### config.mk
export PLATFORM = sky130hd
export DESIGN_NAME = kbmbx_top
export DESIGN_NICKNAME = d
export VERILOG_FILES = /design/src/hdl/kbmbx_pkg.sv /design/src/hdl/kbmbx_top.sv
export VERILOG_INCLUDE_DIRS = /design/src /design/src/hdl
export SDC_FILE = /design/constraint.sdc
export NUM_CORES = 1
export LEC_CHECK = 0
export BUFFER_PORTS_ARGS = -buffer_cell sky130_fd_sc_hd__buf_2
export CAP_MARGIN = 20
export CORE_ASPECT_RATIO = 1.1
export CORE_UTILIZATION = 50
export CTS_CLUSTER_SIZE = 40
export DETAILED_ROUTE_END_ITERATION = 8
export PLACE_DENSITY = 0.74
export SETUP_SLACK_MARGIN = 0.5
export SKIP_LAST_GASP = 1
export SLEW_MARGIN = 5
export SYNTH_ARGS = -nofsm -noshare
export SYNTH_HDL_FRONTEND = slang
export SYNTH_SLANG_ARGS = --single-unit
### constraint.sdc
create_clock -name CLK_SYS -period 3 [get_ports CLK_SYS]
set_input_delay 0.3 -clock CLK_SYS [delete_from_list [all_inputs] [get_ports CLK_SYS]]
set_output_delay 0.3 -clock CLK_SYS [all_outputs]
set_load 0.1 [all_outputs]
### src/hdl/kbmbx_cfg.svh
// Constants of the keyboard host mailbox: timing, reset values, pin bits.
// Assumes a 20 MHz system clock and an 8-bit controller core beside it.
// Functional notes
// Host write loads command flag from address bit
// Gated keyboard irq follows output-full when enabled
// Ungated keyboard irq follows port2 bit4
// Keyboard irq is zero after reset
// Gated aux irq is inverse of input-full
// Ungated aux irq follows port2 bit5
// Port2 bit1 drives gate A20 output
// Push-pull pins drive high briefly, then release
// Open-drain pins drive low or float only
// Keyboard clock/data inverted from port2, read back
// Aux clock/data inverted from port2, read back
// Halt stops ALU until reset or host write
// Wake calls interrupt if enabled, else continues
// Stop disables oscillator, same wake events
// Core interrupts are input-full and timer overflow
// Firmware buffer write loads output, sets output-full
// Firmware buffer read returns byte, clears input-full
// Status layout: output-full, input-full, command flag
// Host data read clears output-full
// Every host write sets input-full
// Reset clears status and pulls lines low
// Reset held at least 24 reference periods
// Data address clears command flag, command sets
// Flag gating stays on until next reset
`ifndef KBMBX_CFG_SVH
`define KBMBX_CFG_SVH

// Host address bit two selects data or command/status
`define KBMBX_SEL_DATA     1'b0
`define KBMBX_SEL_CMD      1'b1

// Reset values
`define KBMBX_STATUS_RST   8'h00
`define KBMBX_P1_RST       8'hFF
`define KBMBX_P2_RST       8'hCC

// Port2 bit positions
`define KBMBX_P2_A20       1
`define KBMBX_P2_ADAT      2
`define KBMBX_P2_ACLK      3
`define KBMBX_P2_KBD_IRQ_OUT      4
`define KBMBX_P2_AIRQ      5
`define KBMBX_P2_KBD_CLK_LINE      6
`define KBMBX_P2_KBD_DATA_LINE      7

// Port1 bit positions of the three quasi-bidirectional pins
`define KBMBX_P1_PIN0      2
`define KBMBX_P1_PIN1      6
`define KBMBX_P1_PIN2      7

// Timing
`define KBMBX_CLK_MHZ      20
`define KBMBX_PP_HIGH_NS   500
`define KBMBX_PP_CYC       ((`KBMBX_PP_HIGH_NS * `KBMBX_CLK_MHZ) / 1000)
`define KBMBX_RST_MIN_REF  24

// Output FIFO shape
`define KBMBX_FIFO_WIDTH   8
`define KBMBX_FIFO_DEPTH   32

`endif

### src/hdl/kbmbx_pkg.sv
// Types shared by the keyboard host mailbox.
// Assumes kbmbx_cfg.svh for the numeric constants.
package kbmbx_pkg;

   // Status byte as seen by host and firmware
   typedef struct packed {
      logic [3:0] ud_hi;        // User bits 7..4
      logic       cmd_data;     // One marks a command byte
      logic       ud_lo;        // User bit 2
      logic       in_buf_full;  // Host byte waiting
      logic       out_buf_full; // Firmware byte waiting
   } kbmbx_status_s;

   // One driven pin: level and enable
   typedef struct packed {
      logic o;                  // Driven level
      logic oe;                 // High while driving
   } kbmbx_pin_s;

   // Power state of the controller core
   typedef enum logic [1:0] {
      PWR_RUN,
      PWR_SOFT,
      PWR_HARD
   } kbmbx_pwr_e;

endpackage : kbmbx_pkg

### src/hdl/kbmbx_top.sv
// Keyboard host mailbox: output FIFO, host buffers, status, irq gating,
// port pins and power-down control.
// Assumes host and firmware strobes are synchronous to CLK_SYS and that
// the pad ring resolves the open-drain lines from the enables.
`timescale 1ns/10ps
`include "kbmbx_cfg.svh"

////////////////////////////////////////////////////////////////////////
// Output FIFO: firmware bytes queue here until the host buffer is free
////////////////////////////////////////////////////////////////////////
module kbmbx_fifo
   import kbmbx_pkg::*;
#(
   parameter int WIDTH = `KBMBX_FIFO_WIDTH,
   parameter int DEPTH = `KBMBX_FIFO_DEPTH
) (
   input  wire logic             clk,
   input  wire logic             rst,
   input  wire logic             ce,
   input  wire logic             in_valid,
   input  wire logic [WIDTH-1:0] in_data,
   output logic                  in_ready,
   output logic                  out_valid,
   input  wire logic             out_ready,
   output logic      [WIDTH-1:0] out_data
);
   localparam int AW = $clog2(DEPTH);

   logic [WIDTH-1:0] mem_q [DEPTH]; // Storage flops
   logic [AW-1:0]    wr_q;          // Write index
   logic [AW-1:0]    rd_q;          // Read index
   logic [AW:0]      cnt_q;         // Fill level
   logic [AW:0]      cnt_d;         // Next fill level
   logic             full_q;        // Registered full
   logic             empty_q;       // Registered empty
   logic             push;          // Accepted write
   logic             pop;           // Accepted read

   // Handshakes; flags are registered so ready never glitches
   assign push      = in_valid & ~full_q;
   assign pop       = out_ready & ~empty_q;
   assign in_ready  = ~full_q;
   assign out_valid = ~empty_q;
   assign out_data  = mem_q[rd_q];

   // Next fill level
   always_comb begin
      cnt_d = cnt_q;
      if (push && !pop) begin
         cnt_d = cnt_q + 1'b1;
      end else if (pop && !push) begin
         cnt_d = cnt_q - 1'b1;
      end
   end

   // Data storage, left without reset
   always_ff @(posedge clk) begin
      if (ce && push) begin
         mem_q[wr_q] <= in_data;
      end
   end

   // Indices and flags
   always_ff @(posedge clk) begin
      if (rst) begin
         wr_q    <= '0;
         rd_q    <= '0;
         cnt_q   <= '0;
         full_q  <= 1'b0;
         empty_q <= 1'b1;
      end else if (ce) begin
         if (push) begin
            wr_q <= wr_q + 1'b1;
         end
         if (pop) begin
            rd_q <= rd_q + 1'b1;
         end
         cnt_q   <= cnt_d;
         full_q  <= (cnt_d == (AW+1)'(DEPTH));
         empty_q <= (cnt_d == '0);
      end
   end

endmodule : kbmbx_fifo

////////////////////////////////////////////////////////////////////////
// Top: host mailbox and pin control
////////////////////////////////////////////////////////////////////////
module kbmbx_top
   import kbmbx_pkg::*;
(
   input  wire logic       CLK_SYS,
   input  wire logic       RST,
   input  wire logic       CE,
   input  wire logic       HOST_WR,
   input  wire logic       HOST_RD,
   input  wire logic       HOST_ADDR_BIT2,
   input  wire logic [7:0] HOST_WDATA,
   output logic      [7:0] HOST_RDATA,
   output logic            HOST_RVALID,
   input  wire logic       FW_DBB_WR,
   input  wire logic [7:0] FW_DBB_WDATA,
   output logic            FW_DBB_READY,
   input  wire logic       FW_DBB_RD,
   output logic      [7:0] FW_DBB_RDATA,
   input  wire logic       FW_STAT_WR,
   input  wire logic [7:0] FW_STAT_WDATA,
   output kbmbx_status_s   FW_STATUS,
   input  wire logic       FW_P1_WR,
   input  wire logic [7:0] FW_P1_WDATA,
   input  wire logic       FW_P1_OD,
   input  wire logic       FW_P2_WR,
   input  wire logic [7:0] FW_P2_WDATA,
   input  wire logic       FW_EN_FLAGS,
   input  wire logic       FW_HALT,
   input  wire logic       FW_STOP,
   input  wire logic       FW_IBF_IE,
   input  wire logic       FW_TMR_IE,
   input  wire logic       TIMER_OVF,
   output logic            CORE_IRQ,
   output logic            WAKE_CALL,
   output logic            WAKE_NEXT,
   output logic            ALU_CLK_EN,
   output logic            OSC_EN,
   output logic            KBD_IRQ_OUT,
   output logic            AUX_IRQ_OUT,
   output logic            GATE_A20,
   input  wire logic       KBD_CLK_LINE_I,
   output logic            KBD_CLK_LINE_O,
   output logic            KBD_CLK_LINE_OE,
   input  wire logic       KBD_DATA_LINE_I,
   output logic            KBD_DATA_LINE_O,
   output logic            KBD_DATA_LINE_OE,
   input  wire logic       AUX_CLK_LINE_I,
   output logic            AUX_CLK_LINE_O,
   output logic            AUX_CLK_LINE_OE,
   input  wire logic       AUX_DATA_LINE_I,
   output logic            AUX_DATA_LINE_O,
   output logic            AUX_DATA_LINE_OE,
   output logic            T_INPUT_ZERO,
   output logic            T_INPUT_ONE,
   output logic            PORT1_BIT0,
   output logic            PORT1_BIT1,
   output logic      [2:0] PORT1_PIN_O,
   output logic      [2:0] PORT1_PIN_OE
);
   localparam int PP_CYC = `KBMBX_PP_CYC;

   kbmbx_status_s st_q;        // Status byte
   kbmbx_pwr_e    pwr_q;       // Power state
   kbmbx_pin_s    pin_q [3];   // Port1 pin drive
   logic [7:0]    in_buf_q;    // Host-written byte
   logic [7:0]    out_buf_q;   // Host-readable byte
   logic [7:0]    p1_q;        // Port1 latch
   logic [7:0]    p2_q;        // Port2 latch
   logic [2:0]    pin_prev_q;  // Pin bits last cycle
   logic [3:0]    pp_cnt_q [3];// Active-high time left
   logic          en_flags_q;  // Flag gating on
   logic          kbd_irq_out_q;      // Keyboard irq flop
   logic          airq_q;      // Aux irq flop
   logic [3:0]    sync1_q;     // Line synchroniser, first stage
   logic [3:0]    sync2_q;     // Line synchroniser, second stage
   logic          fifo_valid;  // Byte waiting in FIFO
   logic [7:0]    fifo_data;   // Head of FIFO
   logic          fifo_pop;    // Move head to host buffer
   logic          host_dread;  // Host read of data byte
   logic [2:0]    pin_bits;    // Port1 bits on the pins

   // Pin drive for one quasi-bidirectional bit
   function automatic kbmbx_pin_s pin_drive(input logic bit_v, input logic od,
                                            input logic busy);
      kbmbx_pin_s p;
      p.o  = 1'b0;
      p.oe = 1'b0;
      if (od) begin
         p.oe = ~bit_v;
      end else if (!bit_v) begin
         p.oe = 1'b1;
      end else begin
         p.o  = busy;
         p.oe = busy;
      end
      return p;
   endfunction : pin_drive

   assign pin_bits   = {p1_q[`KBMBX_P1_PIN2], p1_q[`KBMBX_P1_PIN1],
                        p1_q[`KBMBX_P1_PIN0]};
   assign host_dread = HOST_RD & (HOST_ADDR_BIT2 == `KBMBX_SEL_DATA);
   // Host buffer takes the next queued byte only once it is empty
   assign fifo_pop   = fifo_valid & ~st_q.out_buf_full;

   /////////////////////////////////////////////////////////////////////
   // Firmware output path
   /////////////////////////////////////////////////////////////////////

   // Queue absorbs bursts; FW_DBB_READY stalls firmware when full
   kbmbx_fifo #(
      .WIDTH (`KBMBX_FIFO_WIDTH),
      .DEPTH (`KBMBX_FIFO_DEPTH)
   ) u_fifo (
      .clk       (CLK_SYS),
      .rst       (RST),
      .ce        (CE),
      .in_valid  (FW_DBB_WR),
      .in_data   (FW_DBB_WDATA),
      .in_ready  (FW_DBB_READY),
      .out_valid (fifo_valid),
      .out_ready (fifo_pop),
      .out_data  (fifo_data)
   );

   // Data buffers hold no reset value
   always_ff @(posedge CLK_SYS) begin
      if (CE) begin
         // load host buffer
         if (fifo_pop) begin
            out_buf_q <= fifo_data;
         end
         if (HOST_WR) begin
            in_buf_q <= HOST_WDATA;
         end
      end
   end

   /////////////////////////////////////////////////////////////////////
   // Status byte
   /////////////////////////////////////////////////////////////////////

   // Hardware sets win over clears in the same cycle
   always_ff @(posedge CLK_SYS) begin
      if (RST) begin
         // status cleared
         st_q <= `KBMBX_STATUS_RST;
      end else if (CE) begin
         // firmware owns user bits
         if (FW_STAT_WR) begin
            st_q.ud_hi <= FW_STAT_WDATA[7:4];
            st_q.ud_lo <= FW_STAT_WDATA[2];
         end
         // command flag load
         // address selects kind
         if (HOST_WR) begin
            st_q.cmd_data <= HOST_ADDR_BIT2;
         end
         // host write sets
         // firmware read clears
         if (HOST_WR) begin
            st_q.in_buf_full <= 1'b1;
         end else if (FW_DBB_RD) begin
            st_q.in_buf_full <= 1'b0;
         end
         // output-full set
         // host read clears
         if (fifo_pop) begin
            st_q.out_buf_full <= 1'b1;
         end else if (host_dread) begin
            st_q.out_buf_full <= 1'b0;
         end
      end
   end

   /////////////////////////////////////////////////////////////////////
   // Read ports
   /////////////////////////////////////////////////////////////////////

   // Host read answer, one cycle after the strobe
   always_ff @(posedge CLK_SYS) begin
      if (RST) begin
         HOST_RDATA  <= 8'h00;
         HOST_RVALID <= 1'b0;
      end else if (CE) begin
         HOST_RVALID <= HOST_RD;
         // status on command address
         if (HOST_RD) begin
            HOST_RDATA <= HOST_ADDR_BIT2 ? st_q : out_buf_q;
         end
      end
   end

   // Firmware read of the host byte
   always_ff @(posedge CLK_SYS) begin
      if (RST) begin
         FW_DBB_RDATA <= 8'h00;
      end else if (CE) begin
         // return host byte
         if (FW_DBB_RD) begin
            FW_DBB_RDATA <= in_buf_q;
         end
      end
   end

   assign FW_STATUS = st_q;

   /////////////////////////////////////////////////////////////////////
   // Port latches and host interrupts
   /////////////////////////////////////////////////////////////////////

   // Port latches; reset value makes all four lines pull low
   always_ff @(posedge CLK_SYS) begin
      if (RST) begin
         p1_q <= `KBMBX_P1_RST;
         p2_q <= `KBMBX_P2_RST;
      end else if (CE) begin
         if (FW_P1_WR) begin
            p1_q <= FW_P1_WDATA;
         end
         if (FW_P2_WR) begin
            p2_q <= FW_P2_WDATA;
         end
      end
   end

   // Gating enable, only reset turns it off
   always_ff @(posedge CLK_SYS) begin
      if (RST) begin
         en_flags_q <= 1'b0;
      end else if (CE) begin
         // sticky gating enable
         if (FW_EN_FLAGS) begin
            en_flags_q <= 1'b1;
         end
      end
   end

   // Interrupt lines lag their sources by one cycle
   always_ff @(posedge CLK_SYS) begin
      if (RST) begin
         // keyboard irq cleared
         kbd_irq_out_q <= 1'b0;
         airq_q <= 1'b0;
      end else if (CE) begin
         if (en_flags_q) begin
            // gated output-full
            kbd_irq_out_q <= p2_q[`KBMBX_P2_KBD_IRQ_OUT] & st_q.out_buf_full;
            // inverted input-full
            airq_q <= p2_q[`KBMBX_P2_AIRQ] & ~st_q.in_buf_full;
         end else begin
            // direct port bit
            kbd_irq_out_q <= p2_q[`KBMBX_P2_KBD_IRQ_OUT];
            // direct port bit
            airq_q <= p2_q[`KBMBX_P2_AIRQ];
         end
      end
   end

   assign KBD_IRQ_OUT = kbd_irq_out_q;
   assign AUX_IRQ_OUT = airq_q;
   // gate A20 bit
   assign GATE_A20    = p2_q[`KBMBX_P2_A20];

   /////////////////////////////////////////////////////////////////////
   // Keyboard and aux lines
   /////////////////////////////////////////////////////////////////////

   // inverted keyboard lines
   // inverted aux lines
   // Open-drain: a one in the latch pulls the line low
   assign KBD_CLK_LINE_OE  = p2_q[`KBMBX_P2_KBD_CLK_LINE];
   assign KBD_DATA_LINE_OE = p2_q[`KBMBX_P2_KBD_DATA_LINE];
   assign AUX_CLK_LINE_OE  = p2_q[`KBMBX_P2_ACLK];
   assign AUX_DATA_LINE_OE = p2_q[`KBMBX_P2_ADAT];
   assign KBD_CLK_LINE_O   = 1'b0;
   assign KBD_DATA_LINE_O  = 1'b0;
   assign AUX_CLK_LINE_O   = 1'b0;
   assign AUX_DATA_LINE_O  = 1'b0;

   // Two-stage synchroniser for the line read-back
   always_ff @(posedge CLK_SYS) begin
      if (RST) begin
         sync1_q <= 4'h0;
         sync2_q <= 4'h0;
      end else if (CE) begin
         sync1_q <= {AUX_DATA_LINE_I, AUX_CLK_LINE_I,
                     KBD_DATA_LINE_I, KBD_CLK_LINE_I};
         sync2_q <= sync1_q;
      end
   end

   // keyboard read-back
   assign T_INPUT_ZERO = sync2_q[0];
   assign PORT1_BIT0   = sync2_q[1];
   // aux read-back
   assign T_INPUT_ONE  = sync2_q[2];
   assign PORT1_BIT1   = sync2_q[3];

   /////////////////////////////////////////////////////////////////////
   // Port1 quasi-bidirectional pins
   /////////////////////////////////////////////////////////////////////

   // A rising bit drives high for a short time, then the pull-up holds
   always_ff @(posedge CLK_SYS) begin
      if (RST) begin
         pin_prev_q <= 3'h7;
         for (int i = 0; i < 3; i++) begin
            pp_cnt_q[i] <= 4'h0;
            pin_q[i]    <= '0;
         end
      end else if (CE) begin
         pin_prev_q <= pin_bits;
         for (int i = 0; i < 3; i++) begin
            // timed high drive
            if (!FW_P1_OD && pin_bits[i] && !pin_prev_q[i]) begin
               pp_cnt_q[i] <= 4'(PP_CYC);
               pin_q[i]    <= pin_drive(1'b1, 1'b0, 1'b1);
            end else if (pp_cnt_q[i] != 4'h0 && !FW_P1_OD && pin_bits[i]) begin
               pp_cnt_q[i] <= pp_cnt_q[i] - 4'h1;
               pin_q[i]    <= pin_drive(1'b1, 1'b0, pp_cnt_q[i] != 4'h1);
            end else begin
               // open-drain drive
               pp_cnt_q[i] <= 4'h0;
               pin_q[i]    <= pin_drive(pin_bits[i], FW_P1_OD, 1'b0);
            end
         end
      end
   end

   // Pin ports
   always_comb begin
      for (int i = 0; i < 3; i++) begin
         PORT1_PIN_O[i]  = pin_q[i].o;
         PORT1_PIN_OE[i] = pin_q[i].oe;
      end
   end

   /////////////////////////////////////////////////////////////////////
   // Power-down and core interrupts
   /////////////////////////////////////////////////////////////////////

   // Reset restarts the core; a host byte resumes it
   always_ff @(posedge CLK_SYS) begin
      if (RST) begin
         pwr_q      <= PWR_RUN;
         ALU_CLK_EN <= 1'b1;
         OSC_EN     <= 1'b1;
         WAKE_CALL  <= 1'b0;
         WAKE_NEXT  <= 1'b0;
      end else if (CE) begin
         WAKE_CALL <= 1'b0;
         WAKE_NEXT <= 1'b0;
         case (pwr_q)
            PWR_RUN: begin
               // halt stops ALU
               if (FW_HALT) begin
                  pwr_q      <= PWR_SOFT;
                  ALU_CLK_EN <= 1'b0;
               // stop kills oscillator
               end else if (FW_STOP) begin
                  pwr_q      <= PWR_HARD;
                  ALU_CLK_EN <= 1'b0;
                  OSC_EN     <= 1'b0;
               end
            end
            PWR_SOFT, PWR_HARD: begin
               // wake by host byte
               if (HOST_WR) begin
                  pwr_q      <= PWR_RUN;
                  ALU_CLK_EN <= 1'b1;
                  OSC_EN     <= 1'b1;
                  WAKE_CALL  <= FW_IBF_IE;
                  WAKE_NEXT  <= ~FW_IBF_IE;
               end
            end
            default: begin
               pwr_q <= PWR_RUN;
            end
         endcase
      end
   end

   // Timer and input interrupts stay live while halted
   always_ff @(posedge CLK_SYS) begin
      if (RST) begin
         CORE_IRQ <= 1'b0;
      end else if (CE) begin
         // two core sources
         CORE_IRQ <= (FW_IBF_IE & st_q.in_buf_full) | (FW_TMR_IE & TIMER_OVF);
      end
   end
endmodule : kbmbx_top

==> reports/metrics.csv, run 1 <==
metric,value,unit
hold_path.class,input pin to register,
path_clk_slew,60,ps
cts-htree-levels,2,
peakVddDrop,547,uV
ys_ff_latch,364,
required,3250,ps
fin_hold_ws,29.7,ps
grt_pass1_wl,44200,um
grt_pass1_vias,7989,
grt_setup_unrepaired,false,
drive_gt1_frac,0.257,
num-nets-final,1080,
syn_inst,888,
p_leak,5.61,nW
nFillCells,2049,
yosysTopAreaCell,edfxtp_1,
power_density,660,nW/um^2
tightest_slew,866,ps
cp-end-kind,register,
ys.flop_type,edfxtp_1,
io_buffers,100,
critical_path_class,register to register,
ioPinCount,114,
synth_area_leaders,"edfxtp_1 60%, mux4_2 12%, dfxtp_1 10%",
total_power,10.9,mW
multi_input_area,3990,um^2
tritoncts,built,
fin_crit,2360,ps
wl_per_cell,20.5,um
postCtsSetupBuffers,0,
via_per_inst,5.66,
layout_setup_ws,635,ps
synth_edf_count,290,
cts_hold_buf,8,
hold_violations,0,
arrival,2620,ps
antenna_found_initial,0,
vias,7875,
cts_root_buf,clkbuf_16,
max_cap_viol_count,0,
placed_area,15400,um^2
antenna_cells,0,
rows,64,
place_inst,1321,
track_usage,0.198,
dp_hpwl,17700,um
synth_seq_area_share,0.704,
remaining_drc_errors,0,
place.gp.congestion,0.835,
relSlewSlack,0.422,
fin_crit_sh,0.788,
clock-sinks,364,
overflow,0,
synth_area,14500,um^2
status,"finished, final reports clean",
max_freq,0.423,GHz
skew,20.9,ps
die_area,29700,um^2
grt_max_degree,63,
start_util,0.515,
dr.pass1.iters,5,
regArea,10200,um^2
final_cells,1391,
cts_buffers,35,
clk_latency,510,ps
detail-route-antenna-nets,0,
synth_cell_type_count,50,
post-route-cell-area,16600,um^2
final_core_util,0.589,
slew_viol_final,0,
synth_top_area_frac,0.601,
setup_violations,0,
syn2layout_area_growth,14.4,%
worstPathMaxFanout,17,
wl,28500,um
cts-resized-gates,0,
die_y,181,um
async_flop_share,0,
die_w,164,um
start_kind,register,
pre_cts_ws,622,ps
ys_warn_count,0,
syn_avg_cell_area,16.3,um^2
clockBufferDepth,3,
drt-initial-drc-count,751,
finalSetupTns,0,ps
core,28100,um^2
==> cells in the final DEF, fill, tap and decap left out, types with 4 or more instances in the layout <==
| master | instances |
|---|---|
| ha_1 | 15 |
| dfxtp_1 | 72 |
| or3_1 | 5 |
| xnor2_1 | 6 |
| nor2_1 | 82 |
| xor2_1 | 8 |
| mux2_2 | 8 |
| edfxtp_1 | 290 |
| buf_2 | 100 |
| o21ai_0 | 11 |
| nand2b_1 | 7 |
| a211oi_1 | 11 |
| nor3_1 | 12 |
| clkbuf_8 | 4 |
| mux2i_1 | 18 |
| inv_1 | 19 |
| o21a_1 | 5 |
| buf_4 | 13 |
| nand2_1 | 55 |
| a21oi_1 | 48 |
| nand3_1 | 41 |
| nand3b_1 | 6 |
| clkbuf_16 | 35 |
| nand4_1 | 6 |
| clkinv_2 | 7 |
| dlygate4sd3_1 | 8 |
| conb_1 | 4 |
| clkinv_1 | 4 |
| mux4_2 | 80 |
==> where the power goes <==
part	switching, mW	internal, mW
Combinational	0.671	0.322
Clock	1.81	2.51
Sequential	0.0714	5.54
==> cells in the mapped netlist (all sizes together) (2+ instances only) <==
cell / count
a211oi: 11
a21o: 2
a21oi: 48
and2: 3
and4: 2
buf: 21
clkbuf: 27
dfxtp: 74
edfxtp: 290
ha: 15
inv: 20
mux2: 8
mux2i: 18
mux4: 80
nand2: 55
nand2b: 7
nand3: 41
nand3b: 6
nand4: 6
nand4b: 2
nor2: 82
nor3: 12
o211ai: 3
o21a: 5
o21ai: 11
o21bai: 2
o311ai: 2
o31ai: 2
or3: 5
or3b: 2
xnor2: 6
xor2: 8
==> state kept, by name (all words and copies together) (netlist names), 5 cells and up <==
name          cells
u_fifo.mem_q    256
pp_cnt_q         12
FW_DBB_RDATA      8
FW_STATUS         8
HOST_RDATA        8
in_buf_q          8
out_buf_q         8
p2_q              7
pin_q             6
u_fifo.cnt_q      6
u_fifo.rd_q       5
u_fifo.wr_q       5
==> final timing paths <==
check                                                   from                            to  slack, ps  cells past startpoint
worst max-delay path             u_fifo.rd_q[0]$_SDFFE_PP0P_        out_buf_q[4]$_DFFE_PP_        640                      4
worst min-delay path                                     RST     FW_STATUS[3]$_SDFFE_PP0P_         30                      2
worst max register to register   u_fifo.rd_q[0]$_SDFFE_PP0P_        out_buf_q[4]$_DFFE_PP_        640                      4
worst min register to register  FW_DBB_RDATA[4]$_SDFFE_PP0P_  FW_DBB_RDATA[4]$_SDFFE_PP0P_        460                      2
==> cells by family (layout without fill, tap and decap cells) <==
kind of cell,Yosys count,after routing,synth area share
simple gates,228,228,0.0719
other cells,1,4,0.000259
flops,364,364,0.704
compound gates,92,92,0.0382
xor+xnor,14,14,0.00847
mux,106,106,0.143
fa+ha+maj,15,15,0.0130
buf+inv,68,205,0.0216
==> worst max-delay path, cell delays in order, from the launching register on <==
cell	delay [ps]
dfxtp_4	370
buf_4	330
mux4_2	570
mux4_2	540
mux2_2	280
==> metal layers <==
layer,track usage,up-vias,part of all wire
li1,-,3655,-
met1,0.253,3901,0.41
met4,0.0496,0,0.016
met5,0,-,0
met2,0.347,274,0.52
met3,0.0334,45,0.061
==> layout make-up <==
| class | count | share of cell area |
|---|---|---|
| Timing Repair Buffer | 123 | 0.0434 |
| Inverter | 20 | 0.00453 |
| Multi-Input combinational cell | 459 | 0.241 |
| Sequential cell | 364 | 0.616 |
| Clock inverter | 20 | 0.0113 |
| Clock buffer | 42 | 0.0569 |
| Tap cell | 363 | 0.0274 |
(Power assumes the default switching activity.)
==> run 2, diff against run 1 <==
--- a/config.mk
+++ b/config.mk
@@ -6,6 +6,7 @@
 export SDC_FILE = /design/constraint.sdc
 export NUM_CORES = 1
 export LEC_CHECK = 0
+export ABC_AREA = 1
 export BUFFER_PORTS_ARGS = -buffer_cell sky130_fd_sc_hd__buf_2
 export CAP_MARGIN = 20
 export CORE_ASPECT_RATIO = 1.1
==> constraint.sdc (replaced) <==
create_clock -name CLK_SYS -period 2.4 [get_ports CLK_SYS]
set_input_delay 0.24 -clock CLK_SYS [delete_from_list [all_inputs] [get_ports CLK_SYS]]
set_output_delay 0.24 -clock CLK_SYS [all_outputs]
set_load 0.1 [all_outputs]
==> run 2 against run 1 <==
Net effect:
- sequential power rose by 25%
- setup slack got worse by 110 ps
- core utilization rose by 2.1 points
- critical path type unchanged
==> reports/metrics.csv, run 2 <==
metric,value,unit
status,"finished, final reports clean",
synth_area,14900,um^2
ys.flop_type,edfxtp_1,
synth_cell_type_count,36,
hold_violations,0,
antenna_cells,0,
synth_top_area_frac,0.584,
relSlewSlack,0.533,
ys_warn_count,0,
wl_per_cell,19.0,um
crit_slowest_cell,dfxtp_4,
regToRegStartpoint,u_fifo.rd_q[0]$_SDFFE_PP0P_,
syn_inst,1360,
drt-met1-wl,14900,um
p_leak,6.75,nW
synth_seq_area_share,0.683,
critPathCapture,out_buf_q[5]$_DFFE_PP_,
fin_crit,1870,ps
hold_path.class,input pin to register,
num-nets-final,1605,
clockBufferDepth,3,
top_register,u_fifo.mem_q,
top_regs,"u_fifo.mem_q: 256 flops, pp_cnt_q: 12 flops",
layout_common_cells,"290 x edfxtp_1, 238 x nor2_1, 188 x nand2_1",
switchingPower,3.62,mW
synth_edf_count,290,
crit_path_max_incr_delay,420,ps
worstPathMaxFanout,31,
cp-end-kind,register,
r2r_cells,10,
required,2670,ps
r2r_slack,530,ps
largest_reg_flops,256,
syn2layout_area_growth,18.7,%
swShare,0.256,
cp_num_buf_inv,3,
cts_root_buf,clkbuf_16,
p_seq_frac,0.496,
io_buffers,100,
top_layer,met4,
drt-initial-drc-count,1136,
grt_setup_unrepaired,true,
path_clk_slew,60,ps
rows,65,
tightest_slew,700,ps
cts_buffers,37,
synth_commonest_cells,"290 x edfxtp_1, 244 x nor2_1, 191 x nand2_1",
finalSetupTns,0,ps
dp_hpwl,21000,um
layout_commonest_cell,edfxtp_1,
die_area,30500,um^2
critPathTopFamily,simple AND/OR/NAND/NOR gates,
clock-sinks,364,
fin_hold_ws,13.4,ps
pwr-share-comb,0.121,
skew,21.2,ps
setup_violations,0,
p_clk_frac,0.383,
wl_met3,3120,um
cts-htree-levels,2,
wl_met2,17700,um
async_flop_share,0,
fin_crit_sh,0.781,
synth_area_leaders,"edfxtp_1 58%, dfxtp_1 9.9%, nor2_1 6.1%",
vias,10885,
core,29000,um^2
yosysTopAreaCell,edfxtp_1,
tritoncts,built,
ys_ff_latch,364,
antenna_found_initial,0,
grt_pass1_vias,10512,
die_y,183,um
crit_top_cell,nand2_1,
crit_start,u_fifo.rd_q[0]$_SDFFE_PP0P_,
slew_viol_final,0,
crit_cells,10,
power_density,799,nW/um^2
via_per_inst,5.66,
start_util,0.514,
start_kind,register,
r2r-end,out_buf_q[5]$_DFFE_PP_,
place.gp.congestion,0.808,
track_usage,0.232,
internal-power,10.5,mW
critical_path_class,register to register,
detail-route-antenna-nets,0,
grt_pass1_wl,55800,um
drive_gt1_frac,0.158,
grt_max_degree,61,
clk_latency,520,ps
arrival,2150,ps
overflow,0,
ioPinCount,114,
peakVddDrop,415,uV
remaining_drc_errors,0,
synth.most_common_cell,edfxtp_1,
syn_avg_cell_area,11.0,um^2
cp_cell_sequence,clkinv_8 > buf_4 > nand2_1 > nand3_1 > nand3_1 > nand2_1 > a21oi_1 > nand2_1 > nand2_2 > inv_1,
max_cap_viol_count,0,
max_freq,0.533,GHz
die_w,167,um
dr.pass1.iters,7,
wl,36500,um
## run 2: cell count changes in the layout (fill, tap and decap cells not counted), sizes merged, moves of 47 or more
cell,previous run,this run
nor2,82,248
o21ai,11,165
nand2,55,191
mux4,80,0
inv,23,93
buf,115,162
## run 2: worst reg2reg max path, stage by stage (launching register included)
cell,delay (ps)
dfxtp_4,420
clkinv_8,100
buf_4,250
nand2_1,110
nand3_1,70
nand3_1,120
nand2_1,70
a21oi_1,220
nand2_1,130
nand2_2,100
inv_1,40
## run 2: metal layers
layer | vias to the layer above | track usage
met5 | - | 0
met2 | 564 | 0.403
met4 | 0 | 0.0696
met1 | 5198 | 0.298
met3 | 53 | 0.0393
li1 | 5070 | -
## run 2: cells by family (layout without fill, tap and decap cells)
family / Yosys count / in the layout / synth area share
compound gates: 280 / 280 / 0.106
xor+xnor: 7 / 7 / 0.00411
fa+ha+maj: 15 / 15 / 0.0126
buf+inv: 164 / 356 / 0.0517
flops: 364 / 364 / 0.683
other cells: 1 / 4 / 0.000251
simple gates: 529 / 529 / 0.143
## run 2: power by group through the flow
stage / clock network [mW] / logic, mW / registers [mW]
global placement: 0 / 1.46 / 7.16
finish: 5.42 / 1.71 / 7.02
global route: 5.72 / 1.84 / 7.03
CTS: 5.46 / 1.60 / 7.02
detailed placement: 0 / 1.50 / 7.17
floorplan: 0 / 0.756 / 7.51
## run 2: worst min path at each step
stage,from,cells past startpoint,endpoint
global placement,HOST_WDATA[4],1,in_buf_q[4]$_DFFE_PP_
global route,FW_STAT_WDATA[7],3,FW_STATUS[7]$_SDFFE_PP0P_
CTS,FW_STAT_WDATA[7],3,FW_STATUS[7]$_SDFFE_PP0P_
floorplan,HOST_WDATA[0],0,in_buf_q[0]$_DFFE_PP_
detailed placement,HOST_WDATA[3],1,in_buf_q[3]$_DFFE_PP_
finish,FW_STAT_WDATA[7],3,FW_STATUS[7]$_SDFFE_PP0P_
## run 2: stage by stage
step	cell area [um^2]	util	worst slack, ps	power [mW]	cells
floorplan	14900	-	503	8.27	1363
global placement	15900	0.549	377	8.62	1816
detailed placement	15900	0.549	334	8.67	1816
CTS	17400	0.600	506	14.1	1913
global route	17700	0.610	442	14.6	1923
finish	17700	0.610	525	14.2	1923
## run 2: area by class of cell
class                      count  area (um^2)
clock buffer                  51         1030
clock inverter                15          104
timing repair buffer         193         1510
tap                          368          460
inverter                      97          383
multi-input combinational    835         4020
fill                        2174        11300
sequential                   364        10200
## run 2: what timing repair did
item | in CTS | in global routing
gates resized for setup | 7 | 30
cloned | 2 | 6
pin swaps | 3 | 12
hold endpoints to repair | 25 | 0
hold buffers | 25 | 0
endpoints found under the setup margin | 8 | 186
buffers inserted | 4 | 4
==> run 3, diff against run 2 <==
--- a/config.mk
+++ b/config.mk
@@ -6,14 +6,14 @@
 export SDC_FILE = /design/constraint.sdc
 export NUM_CORES = 1
 export LEC_CHECK = 0
-export ABC_AREA = 1
+export ABC_AREA = 0
 export BUFFER_PORTS_ARGS = -buffer_cell sky130_fd_sc_hd__buf_2
 export CAP_MARGIN = 20
 export CORE_ASPECT_RATIO = 1.1
 export CORE_UTILIZATION = 50
 export CTS_CLUSTER_SIZE = 40
 export DETAILED_ROUTE_END_ITERATION = 8
-export PLACE_DENSITY = 0.74
+export PLACE_DENSITY = 0.77
 export SETUP_SLACK_MARGIN = 0.5
 export SKIP_LAST_GASP = 1
 export SLEW_MARGIN = 5
==> constraint.sdc (replaced) <==
create_clock -name CLK_SYS -period 1.7 [get_ports CLK_SYS]
set_input_delay 0.17 -clock CLK_SYS [delete_from_list [all_inputs] [get_ports CLK_SYS]]
set_output_delay 0.17 -clock CLK_SYS [all_outputs]
set_load 0.1 [all_outputs]
==> run 3 against run 2 <==
Net effect:
- count of clock-buffer cells in the layout up 3
- clock power increased by 44%
- global-route usage up 2.2 points
- highest routed layer unchanged
- critical endpoint is now out_buf_q[6]$_DFFE_PP_
- the run now ends with hold timing, setup timing left
- core utilization grew 9.2 points
- critical path type unchanged
- fmax decreased by 18%
- die area down 2.9%
==> reports/metrics.csv, run 3 (synthesis gave the netlist of run 1 again) <==
metric,value,unit
cts_root_buf,clkbuf_16,
antenna_found_initial,0,
place_inst,1341,
fin_crit_sh,1.34,
tightest_slew,629,ps
regArea,10300,um^2
finalSetupTns,-4630,ps
drt-initial-drc-count,1382,
p_leak,6.66,nW
hold_path.class,input pin to register,
wl,40900,um
final_cells,1540,
drive_gt1_frac,0.438,
core,28100,um^2
cp_num_buf_inv,2,
syn2layout_area_growth,36.2,%
num-nets-final,1227,
die_y,181,um
io_buffers,100,
critPathTopFamily,multiplexers,
worstPathMaxFanout,10,
crit_path_max_incr_delay,530,ps
cp-end-kind,register,
grt_setup_unrepaired,true,
grt_pass1_wl,56000,um
grt_pass1_vias,9429,
grt_max_degree,52,
top_register,u_fifo.mem_q,
required,1980,ps
layout_commonest_cell,edfxtp_1,
max_cap_viol_count,0,
internal-power,15.4,mW
layout_setup_ws,-585,ps
rows,64,
detail-route-antenna-nets,0,
clock-sinks,364,
tritoncts,built,
relSlewSlack,0.581,
track_usage,0.254,
remaining_drc_errors,0,
place.gp.congestion,0.822,
overflow,0,
cp_cell_sequence,buf_12 > clkbuf_16 > mux4_2 > mux4_2 > mux2_2,
vias,9522,
via_per_inst,6.18,
p_seq_frac,0.487,
cts_buffers,36,
multi_input_area,4710,um^2
start_kind,register,
violations,"hold timing, setup timing",
antenna_cells,0,
swShare,0.249,
path_clk_slew,70,ps
skew,25.2,ps
fin_hold_ws,-7.19,ps
crit_slowest_cell,mux4_2,
arrival,2570,ps
start_util,0.515,
crit_top_cell,mux4_2,
fin_crit,2280,ps
p_clk_frac,0.382,
dr.pass1.iters,7,
power_density,1040,nW/um^2
layout_common_cells,"290 x edfxtp_1, 80 x mux4_2, 69 x buf_12",
clk_latency,530,ps
die_area,29700,um^2
cts-htree-levels,2,
top_regs,"u_fifo.mem_q: 256 flops, pp_cnt_q: 12 flops",
clockBufferDepth,3,
hold_violations,1,
wl_per_cell,26.5,um
peakVddDrop,963,uV
dp_hpwl,20100,um
pwr-share-comb,0.131,
die_w,164,um
critical_path_class,register to register,
max_freq,0.438,GHz
largest_reg_flops,256,
ioPinCount,114,
setup_violations,10,
status,"complete, but fails checks",
slew_viol_final,0,
nFillCells,1529,
switchingPower,5.10,mW
==> run 3: cell count changes in the layout (fill, tap and decap cells not counted), sizes merged, moves of 31 or more <==
| cell | change |
|---|---|
| nand2 | -135 |
| nor2 | -165 |
| mux4 | +80 |
| o21ai | -154 |
| o211ai | -36 |
| buf | +54 |
| o22ai | -34 |
| inv | -71 |
| nand3 | -31 |
==> run 3: power by group through the flow <==
stage | Combinational [mW] | Clock, mW | Sequential (mW)
after floorplan | 0.991 | 0 | 10.5
after global placement | 1.84 | 0 | 10.1
after detailed placement | 1.90 | 0 | 10.1
after CTS | 2.32 | 7.78 | 9.95
after global routing | 2.80 | 8.19 | 9.97
final | 2.69 | 7.81 | 9.97
==> run 3: path summary, 6_finish.rpt <==
kind	startpoint	endpoint	slack, ps	depth (start not counted)
min reg2reg	FW_DBB_RDATA[5]$_SDFFE_PP0P_	FW_DBB_RDATA[5]$_SDFFE_PP0P_	490	2
min	FW_STAT_WR	FW_STATUS[7]$_SDFFE_PP0P_	-7	3
max	u_fifo.rd_q[0]$_SDFFE_PP0P_	out_buf_q[6]$_DFFE_PP_	-580	5
max reg2reg	u_fifo.rd_q[0]$_SDFFE_PP0P_	out_buf_q[6]$_DFFE_PP_	-580	5
==> run 3: per-layer routing <==
layer	wire (um)	part of all wire	track usage
met2	20500	0.50	0.436
met4	1570	0.039	0.0748
met5	0	0	0
met1	15200	0.37	0.329
met3	3570	0.087	0.0456
==> run 3: final cells by class <==
cell class	count	area share
Timing Repair Buffer	267	0.154
Inverter	20	0.00380
Clock inverter	11	0.00723
Sequential cell	364	0.522
Clock buffer	54	0.0507
Multi-Input combinational cell	461	0.239
Tap cell	363	0.0230
==> run 3: what timing repair did <==
| action | in CTS | in global routing |
|---|---|---|
| endpoints found under the setup margin | 353 | 364 |
| cloned | 3 | 5 |
| gates resized for setup | 248 | 58 |
| hold buffers | 49 | 0 |
| endpoints found under the hold margin | 40 | 0 |
| setup buffers | 42 | 37 |
| pin swaps | 49 | 56 |
==> run 3: worst reg2reg max path: stages (launching register included) <==
cell and delay (ps):
dfxtp_4 370, buf_12 140, clkbuf_16 180, mux4_2 540, mux4_2 530, mux2_2 280
==> run 3: metrics by stage <==
step | power, mW | util | setup WS, ps | area, um^2 | hold slack, ps
4_1_cts | 20.0 | 0.680 | -544 | 19100 | 9.93
3_5_place_dp | 12.0 | 0.572 | -527 | 16100 | 349
6_report | 20.5 | 0.702 | -585 | 19700 | -7.19
3_3_place_gp | 11.9 | 0.572 | -504 | 16100 | 347
5_1_grt | 21.0 | 0.702 | -607 | 19700 | -15.5
2_1_floorplan | 11.5 | - | -414 | 15000 | 269
